### config.mk
export PLATFORM = sky130hd
export DESIGN_NAME = susc_top
export DESIGN_NICKNAME = d
export VERILOG_FILES = /design/src/logic/susc_pkg.sv /design/src/logic/susc_top.sv
export SDC_FILE = /design/constraint.sdc
export NUM_CORES = 1
export LEC_CHECK = 0
export BUFFER_PORTS_ARGS = -buffer_cell sky130_fd_sc_hd__buf_2
export CAP_MARGIN = 0
export CORE_MARGIN = 4
export CORE_UTILIZATION = 60
export CTS_CLUSTER_SIZE = 24
export DETAILED_ROUTE_END_ITERATION = 8
export PLACE_DENSITY = 0.85
export SYNTH_ARGS = -nofsm -noshare
export SYNTH_HDL_FRONTEND = slang
export SYNTH_SLANG_ARGS = --single-unit
### constraint.sdc
create_clock -name clk -period 14.1 [get_ports clk]
set_input_delay 4.23 -clock clk [delete_from_list [all_inputs] [get_ports clk]]
set_output_delay 4.23 -clock clk [all_outputs]
set_load 0.03 [all_outputs]
### src/logic/susc_pkg.sv
// Package for the serial unit control and status block: offsets, fields, reset values.
// Assumes a 32-bit AXI4-Lite register bus with one register per aligned word.
package susc_pkg;

  // Register byte addresses.
  localparam logic [7:0] ADDR_CONTROL_ONE   = 8'h00;
  localparam logic [7:0] ADDR_RATE_LOW      = 8'h04;
  localparam logic [7:0] ADDR_RATE_HIGH     = 8'h08;
  localparam logic [7:0] ADDR_STATUS        = 8'h0C;
  localparam logic [7:0] ADDR_RX_BUFFER     = 8'h10;
  localparam logic [7:0] ADDR_TX_BUFFER     = 8'h14;
  localparam logic [7:0] ADDR_PAIR0_ENABLE  = 8'h18;
  localparam logic [7:0] ADDR_PAIR0_FLAG    = 8'h1C;
  localparam logic [7:0] ADDR_PAIR1_ENABLE  = 8'h20;
  localparam logic [7:0] ADDR_PAIR1_FLAG    = 8'h24;
  localparam logic [7:0] ADDR_MODE_CONFIG   = 8'h28;
  localparam logic [7:0] ADDR_EVENT_STATUS  = 8'h2C;
  localparam logic [7:0] ADDR_EVENT_MASK    = 8'h30;

  // Control one fields.
  localparam int CTL_SRC_HI    = 7;
  localparam int CTL_SRC_LO    = 6;
  localparam int CTL_SOFT_RST  = 0;
  localparam logic [7:0] CONTROL_ONE_RESET = 8'h01;
  localparam logic [1:0] SRC_AUX      = 2'h1;
  localparam logic [1:0] SRC_SUB_MAIN = 2'h2;
  localparam logic [1:0] SRC_SUB_ALT  = 2'h3;

  // Status fields.
  localparam int STAT_LOOPBACK = 7;
  localparam int STAT_FRAMING  = 6;
  localparam int STAT_OVERRUN  = 5;
  localparam int STAT_BUSY     = 0;

  // Mode configuration fields.
  localparam int CFG_MASTER    = 0;
  localparam int CFG_SEVEN_BIT = 1;
  localparam int CFG_FOUR_WIRE = 2;
  localparam int CFG_MSB_FIRST = 3;

  // Interrupt flag register reset: transmit flags set, receive flags clear.
  localparam logic [3:0] PAIR_FLAG_RESET = 4'hA;
  localparam int SLOT_OWN_RX = 0;
  localparam int SLOT_OWN_TX = 1;

  // Event status bits.
  localparam int EVT_RX_DONE   = 0;
  localparam int EVT_TX_EMPTY  = 1;
  localparam int EVT_OVERRUN   = 2;
  localparam int EVT_FRAMING   = 3;

  // Bus responses.
  localparam logic [1:0] RESP_OKAY   = 2'h0;
  localparam logic [1:0] RESP_SLVERR = 2'h2;

  typedef enum logic [0:0] {
    ENG_IDLE = 1'b0,
    ENG_RUN  = 1'b1
  } susc_eng_t;

endpackage : susc_pkg

### src/logic/susc_top.sv
// Serial unit in SPI mode with its control, status, buffer and interrupt registers.
// Assumes one 100 MHz clock; clock source and serial pins arrive asynchronously.
// Overview of operation
// - Master mode: source field code 01 picks auxiliary clock, 10 and 11 sub-main.
// - Slave mode ignores the source field and shifts on the external serial clock.
// - Soft reset bit 0 of control one holds the serial logic while set.
// - Prescaler is low byte plus high byte times 256; divides the selected source.
// - Loopback bit 7 routes the transmitter output to the receiver input.
// - Framing error bit 6 flags a bus conflict in 4-wire master mode only.
// - Overrun bit 5 sets when a character lands before the previous was read.
// - Reading the receive buffer clears overrun; software must not clear it.
// - Busy bit 0 reads one while a transfer is in progress.
// - Receive buffer holds the last character; reading clears errors and receive flag.
// - Seven-bit mode stores received characters right-justified with bit 7 zero.
// - Writing the transmit buffer loads the next byte and clears the transmit flag.
// - Seven-bit mode leaves transmit buffer bit 7 unused and reading zero.
// - Pair 0 enables: second unit tx/rx at bits 3/2, first unit at 1/0.
// - Bits 7-4 of pair 0 enable and flag registers are left untouched.
// - Transmit flags set whenever their buffer is empty, reset value one.
// - Receive flags set on a complete character, reset value zero.
// - Pair 1 has its own enable and flag registers, same layout, bits 7-4 unused.
`timescale 1ns/1ns
module susc_top
  import susc_pkg::*;
#(
  parameter int PRESCALE_W = 16
) (
  input  wire logic        clk,
  input  wire logic        rst,
  input  wire logic [7:0]  s_axi_awaddr,
  input  wire logic        s_axi_awvalid,
  output logic             s_axi_awready,
  input  wire logic [31:0] s_axi_wdata,
  input  wire logic [3:0]  s_axi_wstrb,
  input  wire logic        s_axi_wvalid,
  output logic             s_axi_wready,
  output logic [1:0]       s_axi_bresp,
  output logic             s_axi_bvalid,
  input  wire logic        s_axi_bready,
  input  wire logic [7:0]  s_axi_araddr,
  input  wire logic        s_axi_arvalid,
  output logic             s_axi_arready,
  output logic [31:0]      s_axi_rdata,
  output logic [1:0]       s_axi_rresp,
  output logic             s_axi_rvalid,
  input  wire logic        s_axi_rready,
  input  wire logic        auxClkIn,
  input  wire logic        subMainClkIn,
  input  wire logic        serialClkIn,
  output logic             serialClkOut,
  output logic             serialClkOe,
  input  wire logic        slaveEnableInN,
  input  wire logic        serialDataIn,
  output logic             serialDataOut,
  output logic             serialDataOe,
  input  wire logic [7:0]  otherRxDone,
  input  wire logic [7:0]  otherTxEmpty,
  output logic [7:0]       unitIrq,
  output logic             irq
);

  if (PRESCALE_W != 16) begin : gCheck
    $error("PRESCALE_W must be 16.");
  end

  // Pin synchronisers: bit 4 aux, 3 sub-main, 2 serial clock, 1 enable, 0 data.
  logic [4:0] pinS1_q;
  logic [4:0] pinS2_q;
  logic [4:0] pinS3_q;

  always_ff @(posedge clk or posedge rst) begin
    if (rst) begin
      pinS1_q <= 5'h02;
      pinS2_q <= 5'h02;
      pinS3_q <= 5'h02;
    end else begin
      pinS1_q <= {auxClkIn, subMainClkIn, serialClkIn, slaveEnableInN, serialDataIn};
      pinS2_q <= pinS1_q;
      pinS3_q <= pinS2_q;
    end
  end

  // Registers.
  logic [7:0]      controlOne_q;
  logic [7:0]      rateLow_q;
  logic [7:0]      rateHigh_q;
  logic            loopback_q;
  logic            framingErr_q;
  logic            overrunErr_q;
  logic [7:0]      rxBuffer_q;
  logic            rxFull_q;
  logic [7:0]      txBuffer_q;
  logic            txFull_q;
  logic [3:0]      modeConfig_q;
  logic [7:0]      intEnable_q;
  logic [7:0]      intFlag_q;
  logic [3:0]      evtStatus_q;
  logic [3:0]      evtMask_q;
  susc_eng_t       engState_q;
  logic            phase_q;
  logic [2:0]      bitCnt_q;
  logic [15:0]     divCnt_q;
  logic [7:0]      txShift_q;
  logic [7:0]      rxShift_q;

  // Bus handshake.
  logic wrFire;
  logic rdFire;
  logic wrEn;
  assign wrFire = s_axi_awvalid && s_axi_wvalid && !s_axi_awready && !s_axi_bvalid;
  assign rdFire = s_axi_arvalid && !s_axi_arready && !s_axi_rvalid;
  assign wrEn   = wrFire && s_axi_wstrb[0];

  logic [7:0] wByte;
  assign wByte = s_axi_wdata[7:0];

  logic wrCtl;
  logic wrStat;
  logic wrTx;
  logic rdRx;
  assign wrCtl  = wrEn && (s_axi_awaddr == ADDR_CONTROL_ONE);
  assign wrStat = wrEn && (s_axi_awaddr == ADDR_STATUS);
  assign wrTx   = wrEn && (s_axi_awaddr == ADDR_TX_BUFFER);
  assign rdRx   = rdFire && (s_axi_araddr == ADDR_RX_BUFFER);

  // Mode decode.
  logic softRst;
  logic isMaster;
  logic sevenBit;
  logic fourWire;
  logic msbFirst;
  assign softRst  = controlOne_q[CTL_SOFT_RST];
  assign isMaster = modeConfig_q[CFG_MASTER];
  assign sevenBit = modeConfig_q[CFG_SEVEN_BIT];
  assign fourWire = modeConfig_q[CFG_FOUR_WIRE];
  assign msbFirst = modeConfig_q[CFG_MSB_FIRST];

  // Source tick and prescaler.
  logic [1:0]  srcSel;
  logic        srcTick;
  logic [15:0] divisor;
  logic        halfTick;
  assign srcSel = controlOne_q[CTL_SRC_HI:CTL_SRC_LO];
  always_comb begin
    case (srcSel)
      SRC_AUX:      srcTick = pinS2_q[4] && !pinS3_q[4];
      SRC_SUB_MAIN: srcTick = pinS2_q[3] && !pinS3_q[3];
      SRC_SUB_ALT:  srcTick = pinS2_q[3] && !pinS3_q[3];
      default:      srcTick = 1'b0;
    endcase
  end
  assign divisor  = ({rateHigh_q, 8'h00} + {8'h00, rateLow_q} == 16'h0000) ? 16'h0001
                    : {rateHigh_q, 8'h00} + {8'h00, rateLow_q};
  assign halfTick = srcTick && (divCnt_q == divisor - 16'h0001);

  always_ff @(posedge clk or posedge rst) begin
    if (rst) begin
      divCnt_q <= 16'h0000;
    end else if (softRst || engState_q == ENG_IDLE) begin
      divCnt_q <= 16'h0000;
    end else if (halfTick) begin
      divCnt_q <= 16'h0000;
    end else if (srcTick) begin
      divCnt_q <= divCnt_q + 16'h0001;
    end
  end

  // Shift events: master from the prescaler, slave from the external clock.
  logic slaveSel;
  logic sampleEv;
  logic shiftEv;
  logic lastBit;
  logic txBit;
  logic rxBit;
  logic [7:0] rxResult;
  assign slaveSel = !fourWire || !pinS2_q[1];
  assign sampleEv = isMaster ? (engState_q == ENG_RUN && halfTick && !phase_q)
                    : (slaveSel && pinS2_q[2] && !pinS3_q[2]);
  assign shiftEv  = isMaster ? (engState_q == ENG_RUN && halfTick && phase_q)
                    : (slaveSel && !pinS2_q[2] && pinS3_q[2]);
  assign lastBit  = bitCnt_q == (sevenBit ? 3'h6 : 3'h7);
  assign txBit    = msbFirst ? (sevenBit ? txShift_q[6] : txShift_q[7]) : txShift_q[0];
  assign rxBit    = loopback_q ? txBit : pinS2_q[0];
  assign rxResult = !sevenBit ? rxShift_q
                    : (msbFirst ? {1'b0, rxShift_q[6:0]} : {1'b0, rxShift_q[7:1]});

  logic doneEv;
  logic loadEv;
  assign doneEv = !softRst && engState_q == ENG_RUN && shiftEv && lastBit;
  assign loadEv = !softRst && engState_q == ENG_IDLE && txFull_q;

  // Engine.
  always_ff @(posedge clk or posedge rst) begin
    if (rst) begin
      engState_q <= ENG_IDLE;
      phase_q    <= 1'b0;
      bitCnt_q   <= 3'h0;
      txShift_q  <= 8'h00;
      rxShift_q  <= 8'h00;
    end else if (softRst) begin
      engState_q <= ENG_IDLE;
      phase_q    <= 1'b0;
      bitCnt_q   <= 3'h0;
    end else begin
      case (engState_q)
        ENG_IDLE: begin
          phase_q  <= 1'b0;
          bitCnt_q <= 3'h0;
          if (loadEv) begin
            txShift_q <= txBuffer_q;
          end
          if (isMaster && loadEv) begin
            engState_q <= ENG_RUN;
          end else if (!isMaster && sampleEv) begin
            engState_q <= ENG_RUN;
            rxShift_q  <= msbFirst ? {rxShift_q[6:0], rxBit} : {rxBit, rxShift_q[7:1]};
          end
        end
        ENG_RUN: begin
          if (sampleEv) begin
            phase_q   <= 1'b1;
            rxShift_q <= msbFirst ? {rxShift_q[6:0], rxBit} : {rxBit, rxShift_q[7:1]};
          end else if (shiftEv) begin
            phase_q   <= 1'b0;
            txShift_q <= msbFirst ? {txShift_q[6:0], 1'b0} : {1'b0, txShift_q[7:1]};
            bitCnt_q  <= bitCnt_q + 3'h1;
            if (lastBit) begin
              engState_q <= ENG_IDLE;
            end
          end
        end
        default: engState_q <= ENG_IDLE;
      endcase
    end
  end

  // Buffers and status.
  always_ff @(posedge clk or posedge rst) begin
    if (rst) begin
      txBuffer_q <= 8'h00;
      txFull_q   <= 1'b0;
    end else begin
      if (wrTx) begin
        txBuffer_q <= sevenBit ? {1'b0, wByte[6:0]} : wByte;
        txFull_q   <= 1'b1;
      end else if (loadEv) begin
        txFull_q <= 1'b0;
      end
    end
  end

  always_ff @(posedge clk or posedge rst) begin
    if (rst) begin
      rxBuffer_q   <= 8'h00;
      rxFull_q     <= 1'b0;
      overrunErr_q <= 1'b0;
    end else begin
      if (doneEv) begin
        rxBuffer_q <= rxResult;
        rxFull_q   <= 1'b1;
        if (rxFull_q && !rdRx) begin
          overrunErr_q <= 1'b1;
        end
      end else if (rdRx) begin
        rxFull_q     <= 1'b0;
        overrunErr_q <= 1'b0;
      end
    end
  end

  logic conflictEv;
  assign conflictEv = !softRst && isMaster && fourWire && engState_q == ENG_RUN
                      && !pinS2_q[1];

  always_ff @(posedge clk or posedge rst) begin
    if (rst) begin
      loopback_q   <= 1'b0;
      framingErr_q <= 1'b0;
    end else begin
      if (wrStat) begin
        loopback_q <= wByte[STAT_LOOPBACK];
      end
      if (conflictEv) begin
        framingErr_q <= 1'b1;
      end else if (rdRx) begin
        framingErr_q <= 1'b0;
      end else if (wrStat) begin
        framingErr_q <= wByte[STAT_FRAMING];
      end
    end
  end

  always_ff @(posedge clk or posedge rst) begin
    if (rst) begin
      controlOne_q <= CONTROL_ONE_RESET;
      rateLow_q    <= 8'h00;
      rateHigh_q   <= 8'h00;
      modeConfig_q <= 4'h0;
      evtMask_q    <= 4'h0;
    end else if (wrEn) begin
      case (s_axi_awaddr)
        ADDR_CONTROL_ONE: controlOne_q <= {wByte[7:6], 5'h00, wByte[0]};
        ADDR_RATE_LOW:    rateLow_q    <= wByte;
        ADDR_RATE_HIGH:   rateHigh_q   <= wByte;
        ADDR_MODE_CONFIG: modeConfig_q <= wByte[3:0];
        ADDR_EVENT_MASK:  evtMask_q    <= wByte[3:0];
        default:          evtMask_q    <= evtMask_q;
      endcase
    end
  end

  // Interrupt enables and flags: bits 3:0 pair 0, bits 7:4 pair 1.
  logic [7:0] flagSet;
  logic [7:0] flagClr;
  always_comb begin
    flagSet = otherRxDone | otherTxEmpty;
    flagSet[SLOT_OWN_RX] = doneEv;
    flagSet[SLOT_OWN_TX] = !txFull_q && !wrTx;
    flagClr = 8'h00;
    flagClr[SLOT_OWN_RX] = rdRx;
    flagClr[SLOT_OWN_TX] = wrTx;
  end

  always_ff @(posedge clk or posedge rst) begin
    if (rst) begin
      intEnable_q <= 8'h00;
    end else if (wrEn && s_axi_awaddr == ADDR_PAIR0_ENABLE) begin
      intEnable_q[3:0] <= wByte[3:0];
    end else if (wrEn && s_axi_awaddr == ADDR_PAIR1_ENABLE) begin
      intEnable_q[7:4] <= wByte[3:0];
    end
  end

  always_ff @(posedge clk or posedge rst) begin
    if (rst) begin
      intFlag_q <= {PAIR_FLAG_RESET, PAIR_FLAG_RESET};
    end else begin
      for (int i = 0; i < 8; i++) begin
        if (flagSet[i]) begin
          intFlag_q[i] <= 1'b1;
        end else if (flagClr[i]) begin
          intFlag_q[i] <= 1'b0;
        end else if (wrEn && i < 4 && s_axi_awaddr == ADDR_PAIR0_FLAG) begin
          intFlag_q[i] <= wByte[i];
        end else if (wrEn && i >= 4 && s_axi_awaddr == ADDR_PAIR1_FLAG) begin
          intFlag_q[i] <= wByte[i % 4];
        end
      end
    end
  end

  // Event status, write one to clear, set wins.
  logic [3:0] evtSet;
  assign evtSet = {conflictEv, doneEv && rxFull_q && !rdRx, loadEv, doneEv};
  always_ff @(posedge clk or posedge rst) begin
    if (rst) begin
      evtStatus_q <= 4'h0;
    end else if (wrEn && s_axi_awaddr == ADDR_EVENT_STATUS) begin
      evtStatus_q <= (evtStatus_q & ~wByte[3:0]) | evtSet;
    end else begin
      evtStatus_q <= evtStatus_q | evtSet;
    end
  end

  always_ff @(posedge clk or posedge rst) begin
    if (rst) begin
      irq     <= 1'b0;
      unitIrq <= 8'h00;
    end else begin
      irq     <= |(evtStatus_q & evtMask_q);
      unitIrq <= intFlag_q & intEnable_q;
    end
  end

  // Pin outputs.
  always_ff @(posedge clk or posedge rst) begin
    if (rst) begin
      serialClkOut  <= 1'b0;
      serialClkOe   <= 1'b0;
      serialDataOut <= 1'b0;
      serialDataOe  <= 1'b0;
    end else begin
      serialClkOut  <= isMaster && engState_q == ENG_RUN && phase_q;
      serialClkOe   <= isMaster && !softRst;
      serialDataOut <= txBit;
      serialDataOe  <= !softRst && (isMaster || slaveSel);
    end
  end

  // Read mux.
  logic [7:0] rdByte;
  logic       rdHit;
  always_comb begin
    rdHit  = 1'b1;
    rdByte = 8'h00;
    case (s_axi_araddr)
      ADDR_CONTROL_ONE:  rdByte = controlOne_q;
      ADDR_RATE_LOW:     rdByte = rateLow_q;
      ADDR_RATE_HIGH:    rdByte = rateHigh_q;
      ADDR_STATUS:       rdByte = {loopback_q, framingErr_q, overrunErr_q, 4'h0,
                                   engState_q == ENG_RUN};
      ADDR_RX_BUFFER:    rdByte = rxBuffer_q;
      ADDR_TX_BUFFER:    rdByte = sevenBit ? {1'b0, txBuffer_q[6:0]} : txBuffer_q;
      ADDR_PAIR0_ENABLE: rdByte = {4'h0, intEnable_q[3:0]};
      ADDR_PAIR0_FLAG:   rdByte = {4'h0, intFlag_q[3:0]};
      ADDR_PAIR1_ENABLE: rdByte = {4'h0, intEnable_q[7:4]};
      ADDR_PAIR1_FLAG:   rdByte = {4'h0, intFlag_q[7:4]};
      ADDR_MODE_CONFIG:  rdByte = {4'h0, modeConfig_q};
      ADDR_EVENT_STATUS: rdByte = {4'h0, evtStatus_q};
      ADDR_EVENT_MASK:   rdByte = {4'h0, evtMask_q};
      default:           rdHit  = 1'b0;
    endcase
  end

  logic wrHit;
  always_comb begin
    case (s_axi_awaddr)
      ADDR_CONTROL_ONE, ADDR_RATE_LOW, ADDR_RATE_HIGH, ADDR_STATUS, ADDR_RX_BUFFER,
      ADDR_TX_BUFFER, ADDR_PAIR0_ENABLE, ADDR_PAIR0_FLAG, ADDR_PAIR1_ENABLE,
      ADDR_PAIR1_FLAG, ADDR_MODE_CONFIG, ADDR_EVENT_STATUS, ADDR_EVENT_MASK: wrHit = 1'b1;
      default: wrHit = 1'b0;
    endcase
  end

  // Bus channels.
  always_ff @(posedge clk or posedge rst) begin
    if (rst) begin
      s_axi_awready <= 1'b0;
      s_axi_wready  <= 1'b0;
      s_axi_bvalid  <= 1'b0;
      s_axi_bresp   <= RESP_OKAY;
    end else begin
      s_axi_awready <= wrFire;
      s_axi_wready  <= wrFire;
      if (wrFire) begin
        s_axi_bvalid <= 1'b1;
        s_axi_bresp  <= wrHit ? RESP_OKAY : RESP_SLVERR;
      end else if (s_axi_bready) begin
        s_axi_bvalid <= 1'b0;
      end
    end
  end

  always_ff @(posedge clk or posedge rst) begin
    if (rst) begin
      s_axi_arready <= 1'b0;
      s_axi_rvalid  <= 1'b0;
      s_axi_rdata   <= 32'h00000000;
      s_axi_rresp   <= RESP_OKAY;
    end else begin
      s_axi_arready <= rdFire;
      if (rdFire) begin
        s_axi_rvalid <= 1'b1;
        s_axi_rdata  <= {24'h000000, rdByte};
        s_axi_rresp  <= rdHit ? RESP_OKAY : RESP_SLVERR;
      end else if (s_axi_rready) begin
        s_axi_rvalid <= 1'b0;
      end
    end
  end

endmodule : susc_top

==> out/qor.yml <==
outcome: "finished, final reports clean"
p_comb_frac: 0.152
setup_viol: 0
power_switching_mw: 0.307
setup_tns_ps: 0
internal_power_mw: 0.762
root_buffer: "clkbuf_16"
grt_max_degree: 74
io_pins: 134
cts_max_level: 4
finalHoldViolations: 0
seq_area_frac_synth: 0.490
pwr-share-seq: 0.450
critPathLaunchType: "primary input"
wire_per_inst_um: 20.3
die_x_um: 119
critical_path_arrival_ps: 6280
p_leak_nw: 3.95
placement.io_buffers: 76
clock_sinks: 145
worst_slew_pin_slew_ps: 978
max_freq_mhz: 167
cts_buffer_depth: 2
cellPowerDensity_nw_per_um2: 128
synthArstFlopShare: 1.00
cp.required_ps: 14400
cts_tree: "yes"
hold_buffers: 0
dr.pass1.iters: 6
track_usage: 0.279
drv_cap: 0
avgSynthCellArea_um2: 10.6
hold_class: "reg2reg"
fin_nets: 846
synth.distinct_cells: 69
skew_ps: 6.68
clkPwrFrac: 0.398
switching_share: 0.287
post_cts_buffers: 0
layoutNonFillerInstCount: 944
drtIter0Drc: 494
syn_area_um2: 7420
cts_resized: 0
layout_commonest_cell: "dfrtp_1"
drc_errors: 0
endpoint_kind: "flop"
synth_edf_count: 0
antenna_found_initial: 0
slew_headroom: 0.343
ir_worst_vdd_uv: 116
grt_pass1_vias: 5691
dieArea_um2: 14200
drv_slew: 0
place.detailed.instances: 912
ys.warnings.count: 0
fp.coreArea_um2: 12100
drtAntennaViolNets: 0
cp_max_fo: 8
rows: 40
final_cell_mix: "138 x dfrtp_1, 76 x buf_2, 60 x mux2_2, 58 x nor2_1, 56 x nand2_1"
drive_gt1_frac: 0.254
rsz0062_at_grt: "false"
gp_congestion: 0.911
layout_min_cycle_time_ps: 5980
vias: 5775
initial_core_util: 0.615
grt_pass1_wl_um: 30800
finalCritPeriodShare: 0.424
synth_flop_cell: "dfrtp_1"
clock_latency_ps: 420
numCtsBuffers: 17
critical_path_class: "in2reg"
n_antenna_cell: 0
dpl.hpwl_um: 13900
gr-total-overflow: 0
die_h_um: 119
area_growth_pct: 12.4
cts.reportedPaths.clkPinSlew_ps: 60
synth_seq_cells: 145
wl_um: 19200
avgViaCountPerCell: 6.12
synthCells: 700
[metal layers]
layer | share of wire | routed length (um) | GRT usage
met1 | 0.41 | 7800 | 0.362
met2 | 0.49 | 9410 | 0.446
met3 | 0.067 | 1290 | 0.0679
met4 | 0.036 | 685 | 0.125
met5 | 0 | 0 | 0
[sequential cells by signal, indices dropped and copies added, names as in the netlist, 3 cells and up]
register      cells
rateHigh_q        8
divCnt_q         16
intFlag_q         8
s_axi_rdata       8
txBuffer_q        8
pinS3_q           3
rateLow_q         8
rxShift_q         8
bitCnt_q          3
unitIrq           8
intEnable_q       8
pinS2_q           5
txShift_q         8
evtMask_q         4
pinS1_q           5
modeConfig_q      4
evtStatus_q       4
rxBuffer_q        8
controlOne_q      3
[metrics by stage]
stage                     total power [mW]  hold WS (ps)   util  worst slack [ps]  area (um^2)
after detailed placement             0.648           338  0.645              7780         7780
after floorplan                      0.602           331      -              5990         7520
after global placement               0.638           334  0.645              7800         7780
final                                 1.07           351  0.692              8120         8340
after CTS                             1.07           350  0.692              8180         8340
after global routing                  1.11           360  0.692              8040         8340
[path summary, 6_finish.rpt]
kind / from / slack (ps) / cells after the start / end
hold / removal: pinS1_q[2]$_DFF_PP0_ / 350 / 0 / pinS2_q[2]$_DFF_PP0_
setup / recovery: s_axi_awvalid / 8120 / 7 / rateHigh_q[7]$_DFFE_PP0P_
hold reg to reg: pinS1_q[2]$_DFF_PP0_ / 350 / 0 / pinS2_q[2]$_DFF_PP0_
min in group asynchronous: rst / 3910 / 2 / serialDataOe$_DFF_PP0_
setup reg to reg: rateHigh_q[0]$_DFFE_PP0P_ / 9350 / 12 / txShift_q[2]$_DFFE_PP0P_
max in group asynchronous: rst / 8820 / 3 / intEnable_q[2]$_DFFE_PP0P_
[worst max-delay path, stage by stage]
cell and delay (ps):
buf_2 70, nor4bb_1 270, buf_4 220, and3_1 190, nand3b_1 130, nor2_1 740, mux2_2 430
[cell families (layout without fill, tap and decap cells)]
group / count (synthesis) / in the layout / synth area share
AOI/OAI and AO/OA: 145 / 145 / 0.136
other: 1 / 26 / 0.000505
adders and majority gates: 3 / 3 / 0.00506
DFF: 145 / 145 / 0.490
and+or+nand+nor: 225 / 225 / 0.157
buffers and inverters: 73 / 124 / 0.0536
xor gates and xnor gates: 20 / 20 / 0.0236
muxes: 88 / 88 / 0.134
[cell usage after synthesis, types with 3 or more instances]
cell type | n | area (um^2)
nor4_1 | 7 | 43.8
a2111oi_0 | 3 | 26.3
mux2_2 | 60 | 676
a21o_1 | 12 | 90.1
o21ai_0 | 48 | 240
a32oi_1 | 5 | 43.8
ha_1 | 3 | 37.5
or2_2 | 3 | 18.8
inv_1 | 14 | 52.6
buf_4 | 27 | 203
nand3b_1 | 7 | 52.6
a222oi_1 | 4 | 40.0
nand2_1 | 56 | 210
xor2_1 | 11 | 96.3
nor2b_1 | 4 | 25.0
clkbuf_1 | 23 | 86.3
nor2_1 | 58 | 218
o41ai_1 | 3 | 26.3
xnor2_1 | 9 | 78.8
nand2b_1 | 12 | 75.1
nor3b_1 | 12 | 90.1
and2_1 | 8 | 50.1
nor3_1 | 7 | 35.0
or4_1 | 3 | 22.5
buf_2 | 5 | 25.0
o211ai_1 | 3 | 22.5
a22o_1 | 5 | 43.8
nand3_1 | 16 | 80.1
nand4_1 | 3 | 18.8
a221oi_1 | 7 | 61.3
or3_1 | 4 | 25.0
a21oi_1 | 13 | 65.1
mux2i_1 | 22 | 220
a31oi_1 | 10 | 62.6
dfstp_2 | 7 | 184
dfrtp_1 | 138 | 3450
or4_4 | 3 | 33.8
mux2_4 | 5 | 75.1
a22oi_1 | 11 | 82.6
and3_1 | 13 | 81.3
[power groups by stage]
stage	logic, mW	clock network (mW)	registers (mW)
2_1_floorplan	0.110	0	0.492
3_3_place_gp	0.154	0	0.484
3_5_place_dp	0.161	0	0.487
4_1_cts	0.163	0.431	0.480
5_1_grt	0.180	0.446	0.485
6_report	0.162	0.426	0.481
[cell type report]
cell class	instances	area, um^2
fill	892	3720
sequential	145	3640
multi-input combinational	507	3480
clock buffer	22	474
timing repair buffer	78	395
tap	168	210
clock inverter	10	85.1
inverter	14	57.6
(Power assumes the default switching activity.)
